## src/pcms_pkg.sv

```systemverilog
// Purpose: constants for the phy configuration and media status register
// Assumes: 32-bit register reached over a plain strobe port
// Notes:   offsets are byte addresses
`default_nettype none
package pcms_pkg;
  localparam logic [7:0]  CFG_MEDIA_OFFS   = 8'h04;
  localparam logic [7:0]  ISR_OFFS         = 8'h10;
  localparam logic [31:0] CFG_MEDIA_RESET  = 32'h0000_0000;
  localparam int          LINK_GOOD_BIT    = 31;
  localparam int          FAST_SPEED_BIT   = 30;
  localparam int          FULL_DUPLEX_BIT  = 29;
  localparam int          POL_REV_BIT      = 28;
  localparam int          ANEG_DONE_BIT    = 27;
  localparam int          PHY_OPT_HI       = 23;
  localparam int          PHY_OPT_LO       = 18;
  localparam int          IRQ_AUTOCLR_BIT  = 17;
  localparam int          PAUSE_BIT        = 16;
  localparam int          ANEG_CODE_HI     = 15;
  localparam int          ANEG_CODE_LO     = 13;
  localparam int          EXTERNAL_PHY_MODE_BIT      = 12;
  localparam int          PHY_PWRDN_BIT    = 9;
  localparam logic [2:0]  ANEG_CODE_RESET  = 3'h0;
  localparam logic [5:0]  PHY_OPT_RESET    = 6'h00;

  typedef enum logic [2:0] {
    PCMS_F10H   = 3'b000,
    PCMS_A10HF  = 3'b001,
    PCMS_F100H  = 3'b010,
    PCMS_A10100H = 3'b011,
    PCMS_F10F   = 3'b100,
    PCMS_A100HF = 3'b101,
    PCMS_F100F  = 3'b110,
    PCMS_AALL   = 3'b111
  } pcms_aneg_code_t;
endpackage : pcms_pkg
`default_nettype wire

```

## src/pcms_aneg_decode.sv

```systemverilog
// Purpose: turn the auto-negotiation select code into phy mode controls
// Assumes: code and pause bit come from registers
// Notes:   purely combinational; top registers the results
`default_nettype none
module pcms_aneg_decode (
  input  wire logic [2:0] autonegModeCode,
  input  wire logic       pauseCapabilityOffer,
  output logic            anegEnable,
  output logic            forceFast,
  output logic            forceFull,
  output logic [3:0]      advertise,
  output logic            advertisePause
);
  // advertise bits: {100F, 100H, 10F, 10H}
  always_comb begin
    anegEnable = 1'b0;
    forceFast  = 1'b0;
    forceFull  = 1'b0;
    advertise  = 4'h0;
    case (pcms_pkg::pcms_aneg_code_t'(autonegModeCode))
      pcms_pkg::PCMS_F10H: begin
        forceFast = 1'b0;
      end
      pcms_pkg::PCMS_F100H: begin
        forceFast = 1'b1;
      end
      pcms_pkg::PCMS_F10F: begin
        forceFull = 1'b1;
      end
      pcms_pkg::PCMS_F100F: begin
        forceFast = 1'b1;
        forceFull = 1'b1;
      end
      pcms_pkg::PCMS_A10HF: begin
        anegEnable = 1'b1;
        advertise  = 4'h3;
      end
      pcms_pkg::PCMS_A10100H: begin
        anegEnable = 1'b1;
        advertise  = 4'h5;
      end
      pcms_pkg::PCMS_A100HF: begin
        anegEnable = 1'b1;
        advertise  = 4'hC;
      end
      pcms_pkg::PCMS_AALL: begin
        anegEnable = 1'b1;
        advertise  = 4'hF;
      end
      default: begin
        anegEnable = 1'b0;
      end
    endcase
    // pause only makes sense alongside a full-duplex offer
    advertisePause = pauseCapabilityOffer & anegEnable & (advertise[3] | advertise[1]);
  end
endmodule // pcms_aneg_decode
`default_nettype wire

```

## src/pcms_phy_config_media_status_reg.sv

```systemverilog
// Purpose: bits 31..27, 23..12 and the power-down bit of the configuration and media status register
// Assumes: phy status inputs synchronous to ref_clk; eeprom load is a pulse
// Notes:   bits 10..0 other than the phy power-down flag are not held here
`default_nettype none
module pcms_phy_config_media_status_reg (
  input  wire logic        ref_clk,
  input  wire logic        rstn,
  input  wire logic        softReset,
  input  wire logic [7:0]  regAddr,
  input  wire logic [31:0] regWrData,
  input  wire logic        regWrStb,
  input  wire logic        regRdStb,
  output logic      [31:0] regRdData,
  input  wire logic        eepromLoad,
  input  wire logic        eepromPause,
  input  wire logic [2:0]  eepromAnegCode,
  input  wire logic        linkGood,
  input  wire logic        fastSpeedInd,
  input  wire logic        fullDuplexInd,
  input  wire logic        polarityReversed,
  input  wire logic        autonegComplete,
  input  wire logic        phyIrqPending,
  output logic             phyIrqClear,
  output logic [5:0]       phyOptions,
  output logic             phyAnegEnable,
  output logic             phyForceFast,
  output logic             phyForceFull,
  output logic [3:0]       phyAdvertise,
  output logic             phyAdvertisePause,
  output logic             miiEnable,
  output logic             phyPowerDown
);
  // ************************************************************
  // register storage
  // ************************************************************
  logic [5:0] phyOpt_r;
  logic       irqAutoClr_r;
  logic       pause_r;
  logic [2:0] anegCode_r;
  logic       extPhy_r;
  logic       phyPwrDn_r;
  logic       statLink_r;
  logic       statFast_r;
  logic       statFull_r;
  logic       statPol_r;
  logic       statAneg_r;
  logic       cfgWr;
  logic       decAneg;
  logic       decFast;
  logic       decFull;
  logic [3:0] decAdv;
  logic       decPause;
  logic [31:0] readWord;
  logic       cfgRd;
  logic       isrRd;

  // ************************************************************
  // address decode
  // ************************************************************
  // one compare shared by the write, read and interrupt paths
  function automatic logic addrHit(input logic [7:0] addr, input logic [7:0] offs);
    return addr == offs;
  endfunction

  assign cfgWr = regWrStb && addrHit(regAddr, pcms_pkg::CFG_MEDIA_OFFS);
  assign cfgRd = regRdStb && addrHit(regAddr, pcms_pkg::CFG_MEDIA_OFFS);
  // the interrupt status register lives elsewhere; only its read is watched
  assign isrRd = regRdStb && addrHit(regAddr, pcms_pkg::ISR_OFFS);

  // ************************************************************
  // software-owned configuration bits
  // ************************************************************
  always_ff @(posedge ref_clk or negedge rstn) begin
    if (!rstn) begin
      phyOpt_r <= pcms_pkg::PHY_OPT_RESET;
    end else if (softReset) begin
      phyOpt_r <= pcms_pkg::PHY_OPT_RESET;
    end else if (cfgWr) begin
      phyOpt_r <= regWrData[pcms_pkg::PHY_OPT_HI:pcms_pkg::PHY_OPT_LO];
    end
  end

  always_ff @(posedge ref_clk or negedge rstn) begin
    if (!rstn) begin
      irqAutoClr_r <= 1'b0;
    end else if (softReset) begin
      irqAutoClr_r <= 1'b0;
    end else if (cfgWr) begin
      irqAutoClr_r <= regWrData[pcms_pkg::IRQ_AUTOCLR_BIT];
    end
  end

  always_ff @(posedge ref_clk or negedge rstn) begin
    if (!rstn) begin
      extPhy_r <= 1'b0;
    end else if (softReset) begin
      extPhy_r <= 1'b0;
    end else if (cfgWr) begin
      extPhy_r <= regWrData[pcms_pkg::EXTERNAL_PHY_MODE_BIT];
    end
  end

  // eeprom load wins over a software write in the same cycle
  always_ff @(posedge ref_clk or negedge rstn) begin
    if (!rstn) begin
      pause_r <= 1'b0;
    end else if (softReset) begin
      pause_r <= 1'b0;
    end else if (eepromLoad) begin
      pause_r <= eepromPause;
    end else if (cfgWr) begin
      pause_r <= regWrData[pcms_pkg::PAUSE_BIT];
    end
  end

  always_ff @(posedge ref_clk or negedge rstn) begin
    if (!rstn) begin
      anegCode_r <= pcms_pkg::ANEG_CODE_RESET;
    end else if (softReset) begin
      anegCode_r <= pcms_pkg::ANEG_CODE_RESET;
    end else if (eepromLoad) begin
      anegCode_r <= eepromAnegCode;
    end else if (cfgWr) begin
      anegCode_r <= regWrData[pcms_pkg::ANEG_CODE_HI:pcms_pkg::ANEG_CODE_LO];
    end
  end

  // power-down is forced on while external phy mode is set
  always_ff @(posedge ref_clk or negedge rstn) begin
    if (!rstn) begin
      phyPwrDn_r <= 1'b0;
    end else if (softReset) begin
      phyPwrDn_r <= 1'b0;
    end else if (cfgWr) begin
      phyPwrDn_r <= regWrData[pcms_pkg::PHY_PWRDN_BIT] | regWrData[pcms_pkg::EXTERNAL_PHY_MODE_BIT];
    end
  end

  // ************************************************************
  // status capture: writes never touch these
  // ************************************************************
  // one flop of lag keeps the read mux off the phy's own timing paths;
  // a read therefore shows the phy state of the previous clock
  always_ff @(posedge ref_clk or negedge rstn) begin
    if (!rstn) begin
      statLink_r <= 1'b0;
    end else begin
      statLink_r <= linkGood;
    end
  end

  always_ff @(posedge ref_clk or negedge rstn) begin
    if (!rstn) begin
      statFast_r <= 1'b0;
    end else begin
      statFast_r <= fastSpeedInd;
    end
  end

  always_ff @(posedge ref_clk or negedge rstn) begin
    if (!rstn) begin
      statFull_r <= 1'b0;
    end else begin
      statFull_r <= fullDuplexInd;
    end
  end

  // reversed polarity means nothing at 100 Mb/s, so it is masked there
  always_ff @(posedge ref_clk or negedge rstn) begin
    if (!rstn) begin
      statPol_r <= 1'b0;
    end else begin
      statPol_r <= polarityReversed & ~fastSpeedInd;
    end
  end

  always_ff @(posedge ref_clk or negedge rstn) begin
    if (!rstn) begin
      statAneg_r <= 1'b0;
    end else begin
      statAneg_r <= autonegComplete | ~decAneg;
    end
  end

  pcms_aneg_decode uDecode (
    .autonegModeCode      (anegCode_r),
    .pauseCapabilityOffer (pause_r),
    .anegEnable           (decAneg),
    .forceFast            (decFast),
    .forceFull            (decFull),
    .advertise            (decAdv),
    .advertisePause       (decPause)
  );

  // ************************************************************
  // phy control outputs
  // ************************************************************
  // every control is a flop so decode glitches never reach the phy
  always_ff @(posedge ref_clk or negedge rstn) begin
    if (!rstn) begin
      phyOptions <= pcms_pkg::PHY_OPT_RESET;
    end else begin
      phyOptions <= phyOpt_r;
    end
  end

  always_ff @(posedge ref_clk or negedge rstn) begin
    if (!rstn) begin
      phyAnegEnable     <= 1'b0;
      phyForceFast      <= 1'b0;
      phyForceFull      <= 1'b0;
      phyAdvertise      <= 4'h0;
      phyAdvertisePause <= 1'b0;
    end else begin
      phyAnegEnable     <= decAneg;
      phyForceFast      <= decFast;
      phyForceFull      <= decFull;
      phyAdvertise      <= decAdv;
      phyAdvertisePause <= decPause;
    end
  end

  always_ff @(posedge ref_clk or negedge rstn) begin
    if (!rstn) begin
      miiEnable <= 1'b0;
    end else begin
      miiEnable <= extPhy_r;
    end
  end

  always_ff @(posedge ref_clk or negedge rstn) begin
    if (!rstn) begin
      phyPowerDown <= 1'b0;
    end else begin
      phyPowerDown <= phyPwrDn_r;
    end
  end

  // a status read clears the phy source only when auto-clear is enabled;
  // otherwise software must go through the phy's own registers
  always_ff @(posedge ref_clk or negedge rstn) begin
    if (!rstn) begin
      phyIrqClear <= 1'b0;
    end else begin
      phyIrqClear <= isrRd && irqAutoClr_r && phyIrqPending;
    end
  end

  // ************************************************************
  // read path
  // ************************************************************
  always_comb begin
    readWord = 32'h0000_0000;
    readWord[pcms_pkg::LINK_GOOD_BIT]   = statLink_r;
    readWord[pcms_pkg::FAST_SPEED_BIT]  = statFast_r;
    readWord[pcms_pkg::FULL_DUPLEX_BIT] = statFull_r;
    readWord[pcms_pkg::POL_REV_BIT]     = statPol_r;
    readWord[pcms_pkg::ANEG_DONE_BIT]   = statAneg_r;
    readWord[pcms_pkg::PHY_OPT_HI:pcms_pkg::PHY_OPT_LO] = phyOpt_r;
    readWord[pcms_pkg::IRQ_AUTOCLR_BIT] = irqAutoClr_r;
    readWord[pcms_pkg::PAUSE_BIT]       = pause_r;
    readWord[pcms_pkg::ANEG_CODE_HI:pcms_pkg::ANEG_CODE_LO] = anegCode_r;
    readWord[pcms_pkg::EXTERNAL_PHY_MODE_BIT]     = extPhy_r;
    readWord[pcms_pkg::PHY_PWRDN_BIT]   = phyPwrDn_r;
  end

  // unmapped offsets read zero
  always_ff @(posedge ref_clk or negedge rstn) begin
    if (!rstn) begin
      regRdData <= 32'h0000_0000;
    end else if (cfgRd) begin
      regRdData <= readWord;
    end else begin
      regRdData <= 32'h0000_0000;
    end
  end
endmodule // pcms_phy_config_media_status_reg
`default_nettype wire

```

## config.mk

```make
export PLATFORM = sky130hd
export DESIGN_NAME = pcms_phy_config_media_status_reg
export DESIGN_NICKNAME = d
export VERILOG_FILES = /design/src/pcms_pkg.sv /design/src/pcms_aneg_decode.sv /design/src/pcms_phy_config_media_status_reg.sv
export SDC_FILE = /design/constraint.sdc
export NUM_CORES = 1
export LEC_CHECK = 0
export CAP_MARGIN = 10
export CELL_PAD_IN_SITES_DETAIL_PLACEMENT = 0
export CELL_PAD_IN_SITES_GLOBAL_PLACEMENT = 1
export CORE_MARGIN = 2
export CORE_UTILIZATION = 32
export DETAILED_ROUTE_END_ITERATION = 12
export DONT_BUFFER_PORTS = 1
export GPL_ROUTABILITY_DRIVEN = 1
export PLACE_DENSITY_LB_ADDON = 0.25
export SLEW_MARGIN = 20
export SYNTH_ARGS = -nofsm -noshare
export SYNTH_HDL_FRONTEND = slang
export SYNTH_SLANG_ARGS = --single-unit
```

## constraint.sdc

```tcl
create_clock -name ref_clk -period 0.8 [get_ports ref_clk]
set_input_delay 0.16 -clock ref_clk [delete_from_list [all_inputs] [get_ports ref_clk]]
set_output_delay 0.16 -clock ref_clk [all_outputs]
set_load 0.005 [all_outputs]
```

* After elaboration in Yosys (flattened, before gate mapping)
Cells that the tools add are included.
** Word-level totals
- Bits in registers :: 67
- Latch bits :: 0
- Memory bits (writable) :: 0
- ROM bits :: 0
- Bits of input ports :: 56
- Output and inout bits :: 49
- Word-level logic and storage cells :: 67
- Memories kept :: 0
** Cells by class
- Add/sub/neg operators :: 0
- $mul :: 0
- Divide/modulo/power cells :: 0
- Magnitude comparators :: 0
- Equality and inequality tests :: 9
- Shift operators :: 0
- Multiplexer cells :: 19
- Bitwise gates (word level) :: 8
- Reductions and logical operators :: 10
** Operators by type and width (count)
- $mux W32 :: 1
- $pmux W4 S4 :: 1
- $eq A3 B3 Y1 const B :: 4
- $mux W1 :: 12
- $mux W6 :: 2
- $mux W3 :: 3
- $eq A8 B3 Y1 const B :: 1
- $eq A8 B5 Y1 const B :: 1
- $eq A3 B2 Y1 const B :: 2
- $logic_and A1 B1 Y1 :: 5
- $reduce_or A2 Y1 :: 2
- $reduce_or A4 Y1 :: 1
- $and A1 B1 Y1 :: 3
- $eq A3 B1 Y1 const B :: 1
- $or A1 B1 Y1 :: 3
- $reduce_bool A3 Y1 :: 1
- $not A1 Y1 :: 2
- $reduce_bool A2 Y1 :: 1

* Logic depth before layout (Yosys ltp)
- Depth after elaboration :: 5
- Depth in mapped cells :: 5
- Mapped depth without buffers :: 3

* By module
Synthesis repeated with hierarchy kept, for this count alone.
** Unflattened totals
- Cells, all modules :: 168
- Area, all modules :: 2082.0 um2
** By module, submodules not included
- pcms_phy_config_media_status_reg :: instances 1, cells an instance 158, area an instance 2019.4 um2, seq. area each 1326.3 um2
- pcms_aneg_decode :: instances 1, cells an instance 10, area an instance 62.6 um2, seq. area each 0.0 um2

* Worst setup path before layout
Ideal clock, no wire load.
- Path type :: in2reg
- From :: in regAddr[3]
- To :: reg extPhy_r
- Library setup time :: 0.136 ns
- Arrival :: 1.142 ns
- Required time :: 0.664 ns
- Setup slack :: -0.478 ns
- Stages on the path :: 4
- Buffers on the path :: 1
- Cells stage by stage :: or4_4 > buf_6 > o31ai_2 > a21oi_1
** Between the ends
- Word-level cells in the longest chain between the ends :: 3
** Ends and longest elaborated chain
- start: declaration :: RTL line pcms_phy_config_media_status_reg.sv:9 : input wire logic [7:0] regAddr,
- $eq A8 B3 Y1 :: RTL line pcms_phy_config_media_status_reg.sv:62 : return addr == offs;
- $logic_and A1 B1 Y1 :: RTL line pcms_phy_config_media_status_reg.sv:65 : assign cfgWr = regWrStb && addrHit(regAddr, pcms_pkg::CFG_MEDIA_OFFS);
- $reduce_bool A2 Y1 (no source line)
- end signal: assignment :: RTL line pcms_phy_config_media_status_reg.sv:99 : extPhy_r <= regWrData[pcms_pkg::EXTERNAL_PHY_MODE_BIT];
- end: declaration :: RTL line pcms_phy_config_media_status_reg.sv:40 : logic extPhy_r;
No other way between the ends.
A chain may end at the register's enable or synchronous reset.

* Worst setup path after layout
- From :: in regAddr[6]
- To :: reg anegCode_r[2]
** Between the ends
- Word-level cells in the longest chain between the ends :: 3
** Ends and longest elaborated chain
- $eq A8 B3 Y1 :: RTL line pcms_phy_config_media_status_reg.sv:62
- $logic_and A1 B1 Y1 :: RTL line pcms_phy_config_media_status_reg.sv:65
- $reduce_bool A3 Y1 (no source line)
- end signal: assignment :: RTL line pcms_phy_config_media_status_reg.sv:118 : anegCode_r <= pcms_pkg::ANEG_CODE_RESET;
- end signal: assignment :: RTL line pcms_phy_config_media_status_reg.sv:120 : anegCode_r <= pcms_pkg::ANEG_CODE_RESET;
- end signal: assignment :: RTL line pcms_phy_config_media_status_reg.sv:122 : anegCode_r <= eepromAnegCode;
- end: declaration :: RTL line pcms_phy_config_media_status_reg.sv:39 : logic [2:0] anegCode_r;
No other way between the ends.

==> impl_results.md <==
- Pin count of the biggest net entering global routing: 54
- Initial antenna violation count: 0
- Power per cell area: around 1800 nW/um^2
- Die Area: approximately 7200 sq um
- Register bit total from synthesis: 53
- Pleak: about 1.1 nW
- Period minus WS final: 0.9895 ns
- Fmax: 1.011 GHz
- Worst VDD drop: 1057 uV
- RSZ-0062 raised after global routing: yes
- Inst Count DP: about 240
- Overall Power: 0.004446 W
- Detailed Routing Iterations Pass 1: 4
- Clk pwr share: 0.315
- Antenna Violating Nets Remaining: 0
- Per-cell routed wire length: about 18 um
- Worst EP arrival: 1.16 ns
- Clock root cell: clkbuf_8
- Critical path class: in -> reg
- CTS H-tree depth: 2
- Total CTS buffers: 5
- # nets final: approximately 240
- Final Max Tran Viols: 0
- Layout area overhead: 18.24%
- Floorplan row count: 29
- Hold Slack: -0.4595 ns
- Clock-pin transition on the worst setup and hold timing paths: 0.10 ns
- DRT iter0 DRCs: 41
- Failing checks: hold timing, setup timing
- CTS sink count: between 50 and 60
- Post-detailed-routing wire length: ~4700 um
- Ant. Diodes: 0
- Fin. Hold Viols: 53
- Ports: 105
- CTS tree: yes
- # DRC: 0
- Sw Pwr: between 0.0009 and 0.001 W
- Final GP Congestion: around 0.74
- Crit path max fanout: 7
- Latest clock arrival within the worst-skew pair: about 0.30 ns
- Combinational fraction of design power: 0.062
- Via Count: approximately 1300
- Sequential share of the synthesized area: 0.6298
- Syn Area/Cell: between 10 and 15 sq um
- Global route overflow: 0
- Clk_skew: about 0.016 ns
- PortBufs: 0
- Layout cell share with drive strength beyond 1: 0.2406
- Dpl hpwl: roughly 3100 um
- Die Wd: between 80 and 90 um
- Hold_buf cts: 12
- Drt via density: 4.939
- Synth warn: 0
- Clk buf depth: 2
- Post-route non-filler standard cell count: between 200 and 300
- Post-Synthesis Cells: about 170
- First-pass GRT wire length: roughly 7500 um
- Vias in the first global route: about 1300
- # setup viols final: just under 60
- Core area: about 6300 sq um
- Outcome: finished with violations
- Library cells used by synthesis: 30
- Reg power frac: 0.623
- Slack of the critical path: -0.1895 ns
- Max-cap violations: 0
- Switching Share: 0.2158
- Die Ht: between 80 and 90 um
- Power Internal: around 0.0035 W
- Startpoint types: input port
- Worst path required time: 0.97 ns
- All-Layer GR Usage: 0.1353
- Hold Crit Class: in -> async
- Part of the cycle the worst path needs: 1.237
- Starting Density: 0.3316
- Crit. End Element: register
- Mapped Area: 2106 sq um
## through the flow
step | hold WS [ns] | utilization | worst slack [ns] | setup TNS (ns) | area [sq um]
2_1_floorplan | -0.1356 | - | -0.4769 | -10.95 | 2182
3_5_place_dp | -0.1344 | 0.3425 | -0.5341 | -12.98 | 2175
3_3_place_gp | -0.1342 | 0.3425 | -0.5127 | -12.17 | 2175
6_report | -0.4595 | 0.3921 | -0.1895 | -3.187 | 2490
4_1_cts | -0.4680 | 0.3864 | -0.1196 | -3.487 | 2454
5_1_grt | -0.4820 | 0.3921 | -0.1756 | -5.260 | 2490
## path summary, 6_finish.rpt
| kind | from | endpoint | slack [ns] | cells after the start |
|---|---|---|---|---|
| worst max-delay path | regAddr[6] | anegCode_r[2]$_DFFE_PN0P_ | -0.19 | 3 |
| worst min-delay path | rstn | regRdData[19]$_DFF_PN0_ | -0.46 | 0 |
| worst max register to register | anegCode_r[2]$_DFFE_PN0P_ | phyAdvertise[1]$_DFF_PN0_ | -0.11 | 2 |
| worst min register to register | phyOpt_r[3]$_DFFE_PN0P_ | phyOptions[3]$_DFF_PN0_ | 0.44 | 0 |
| max in group asynchronous | rstn | anegCode_r[1]$_DFFE_PN0P_ | 1.16 | 0 |
| min in group ref_clk | regWrData[19] | phyOpt_r[1]$_DFFE_PN0P_ | 0.01 | 2 |
## layout by cell type (no fill, tap or decap), types with 2 or more instances in the layout
master,Yosys,routed
or4_4,1,2
a41oi_1,2,2
a21oi_1,10,9
nor2_1,3,3
conb_1,1,14
nand4_1,10,10
and2_1,20,16
dfrtp_2,0,2
buf_4,15,11
inv_1,2,2
and2_4,0,4
dfrtp_1,53,51
nand2b_4,0,2
o31ai_2,10,10
dlygate4sd3_1,0,12
o31ai_4,0,2
and3_1,2,2
nor2b_1,4,4
clkbuf_8,0,5
clkbuf_1,5,3
a31oi_1,3,3
o21ai_0,4,4
## final cells by class
class,count,area [sq um]
Fill cell,601,3860
Sequential cell,53,1329
Multi-Input combinational cell,99,726.9
Timing Repair Buffer,25,250.2
Tap cell,77,96.34
Clock buffer,8,80.08
Inverter,2,7.507
## registers in the layout (all words and copies together), names as in the netlist
register           count
statPol_r              1
pause_r                1
extPhy_r               1
statFast_r             1
statFull_r             1
phyForceFull           1
phyIrqClear            1
phyOptions             6
regRdData             18
anegCode_r             3
statLink_r             1
miiEnable              1
irqAutoClr_r           1
phyOpt_r               6
phyAnegEnable          1
statAneg_r             1
phyAdvertisePause      1
phyAdvertise           4
phyPowerDown           1
phyForceFast           1
phyPwrDn_r             1
## metal layers
layer / vias to the layer above / GRT usage / part of all wire
met2: 63 / 0.2173 / 0.50
met5: - / 0 / 0
li1: 591 / - / -
met4: 0 / 0.04618 / 0.014
met3: 6 / 0.04572 / 0.077
met1: 644 / 0.1713 / 0.41
## worst max-delay path, cell delays in order
cell and delay, ns:
or4_4 0.63, o31ai_2 0.25, a31oi_1 0.12
## synth_stat cells, drive strengths merged
cell | number | share of area
and4 | 1 | 0.0042
or2 | 1 | 0.0030
o21ai | 4 | 0.0095
a211oi | 1 | 0.0036
nand2b | 3 | 0.0089
nand3b | 1 | 0.0036
or4 | 1 | 0.0053
nor2 | 3 | 0.0053
and2 | 20 | 0.059
o21a | 1 | 0.0036
and3 | 2 | 0.0059
nand4b | 1 | 0.0042
nand3 | 1 | 0.0024
nor3 | 1 | 0.0024
nor4 | 1 | 0.010
a41oi | 2 | 0.0083
a21oi | 10 | 0.024
clkbuf | 5 | 0.0089
nand4 | 10 | 0.030
and3b | 1 | 0.0042
dfrtp | 53 | 0.63
buf | 20 | 0.071
conb | 1 | 0.0018
o31ai | 12 | 0.067
a31oi | 3 | 0.0089
inv | 2 | 0.0036
nor2b | 4 | 0.012
## cells by family (layout without fill, tap and decap cells)
kind of cell,Yosys count,count (layout),synth area share
other,1,14,0.001781
AOI/OAI and AO/OA,33,33,0.1242
buffers and inverters,27,35,0.08378
DFF,53,53,0.6298
and+or+nand+nor,51,52,0.1604
## power groups by stage
stage          clock, W  combinational (W)  sequential, W
6_report        0.00140           0.000276        0.00277
5_1_grt         0.00156           0.000302        0.00278
4_1_cts         0.00145           0.000253        0.00277
3_5_place_dp          0           0.000176        0.00282
3_3_place_gp          0           0.000170        0.00282
2_1_floorplan         0           0.000206        0.00280
## what timing repair did
| action | 4_1_cts | 5_1_grt |
|---|---|---|
| endpoints found under the setup margin | 72 | 74 |
| pin swaps | 16 | 1 |
| gates resized for setup | 8 | 7 |
| buffers inserted | 2 | 1 |
| gates cloned | 2 | 0 |
| hold endpoints to repair | 68 | 53 |
Power figures use the tool's default switching activity.
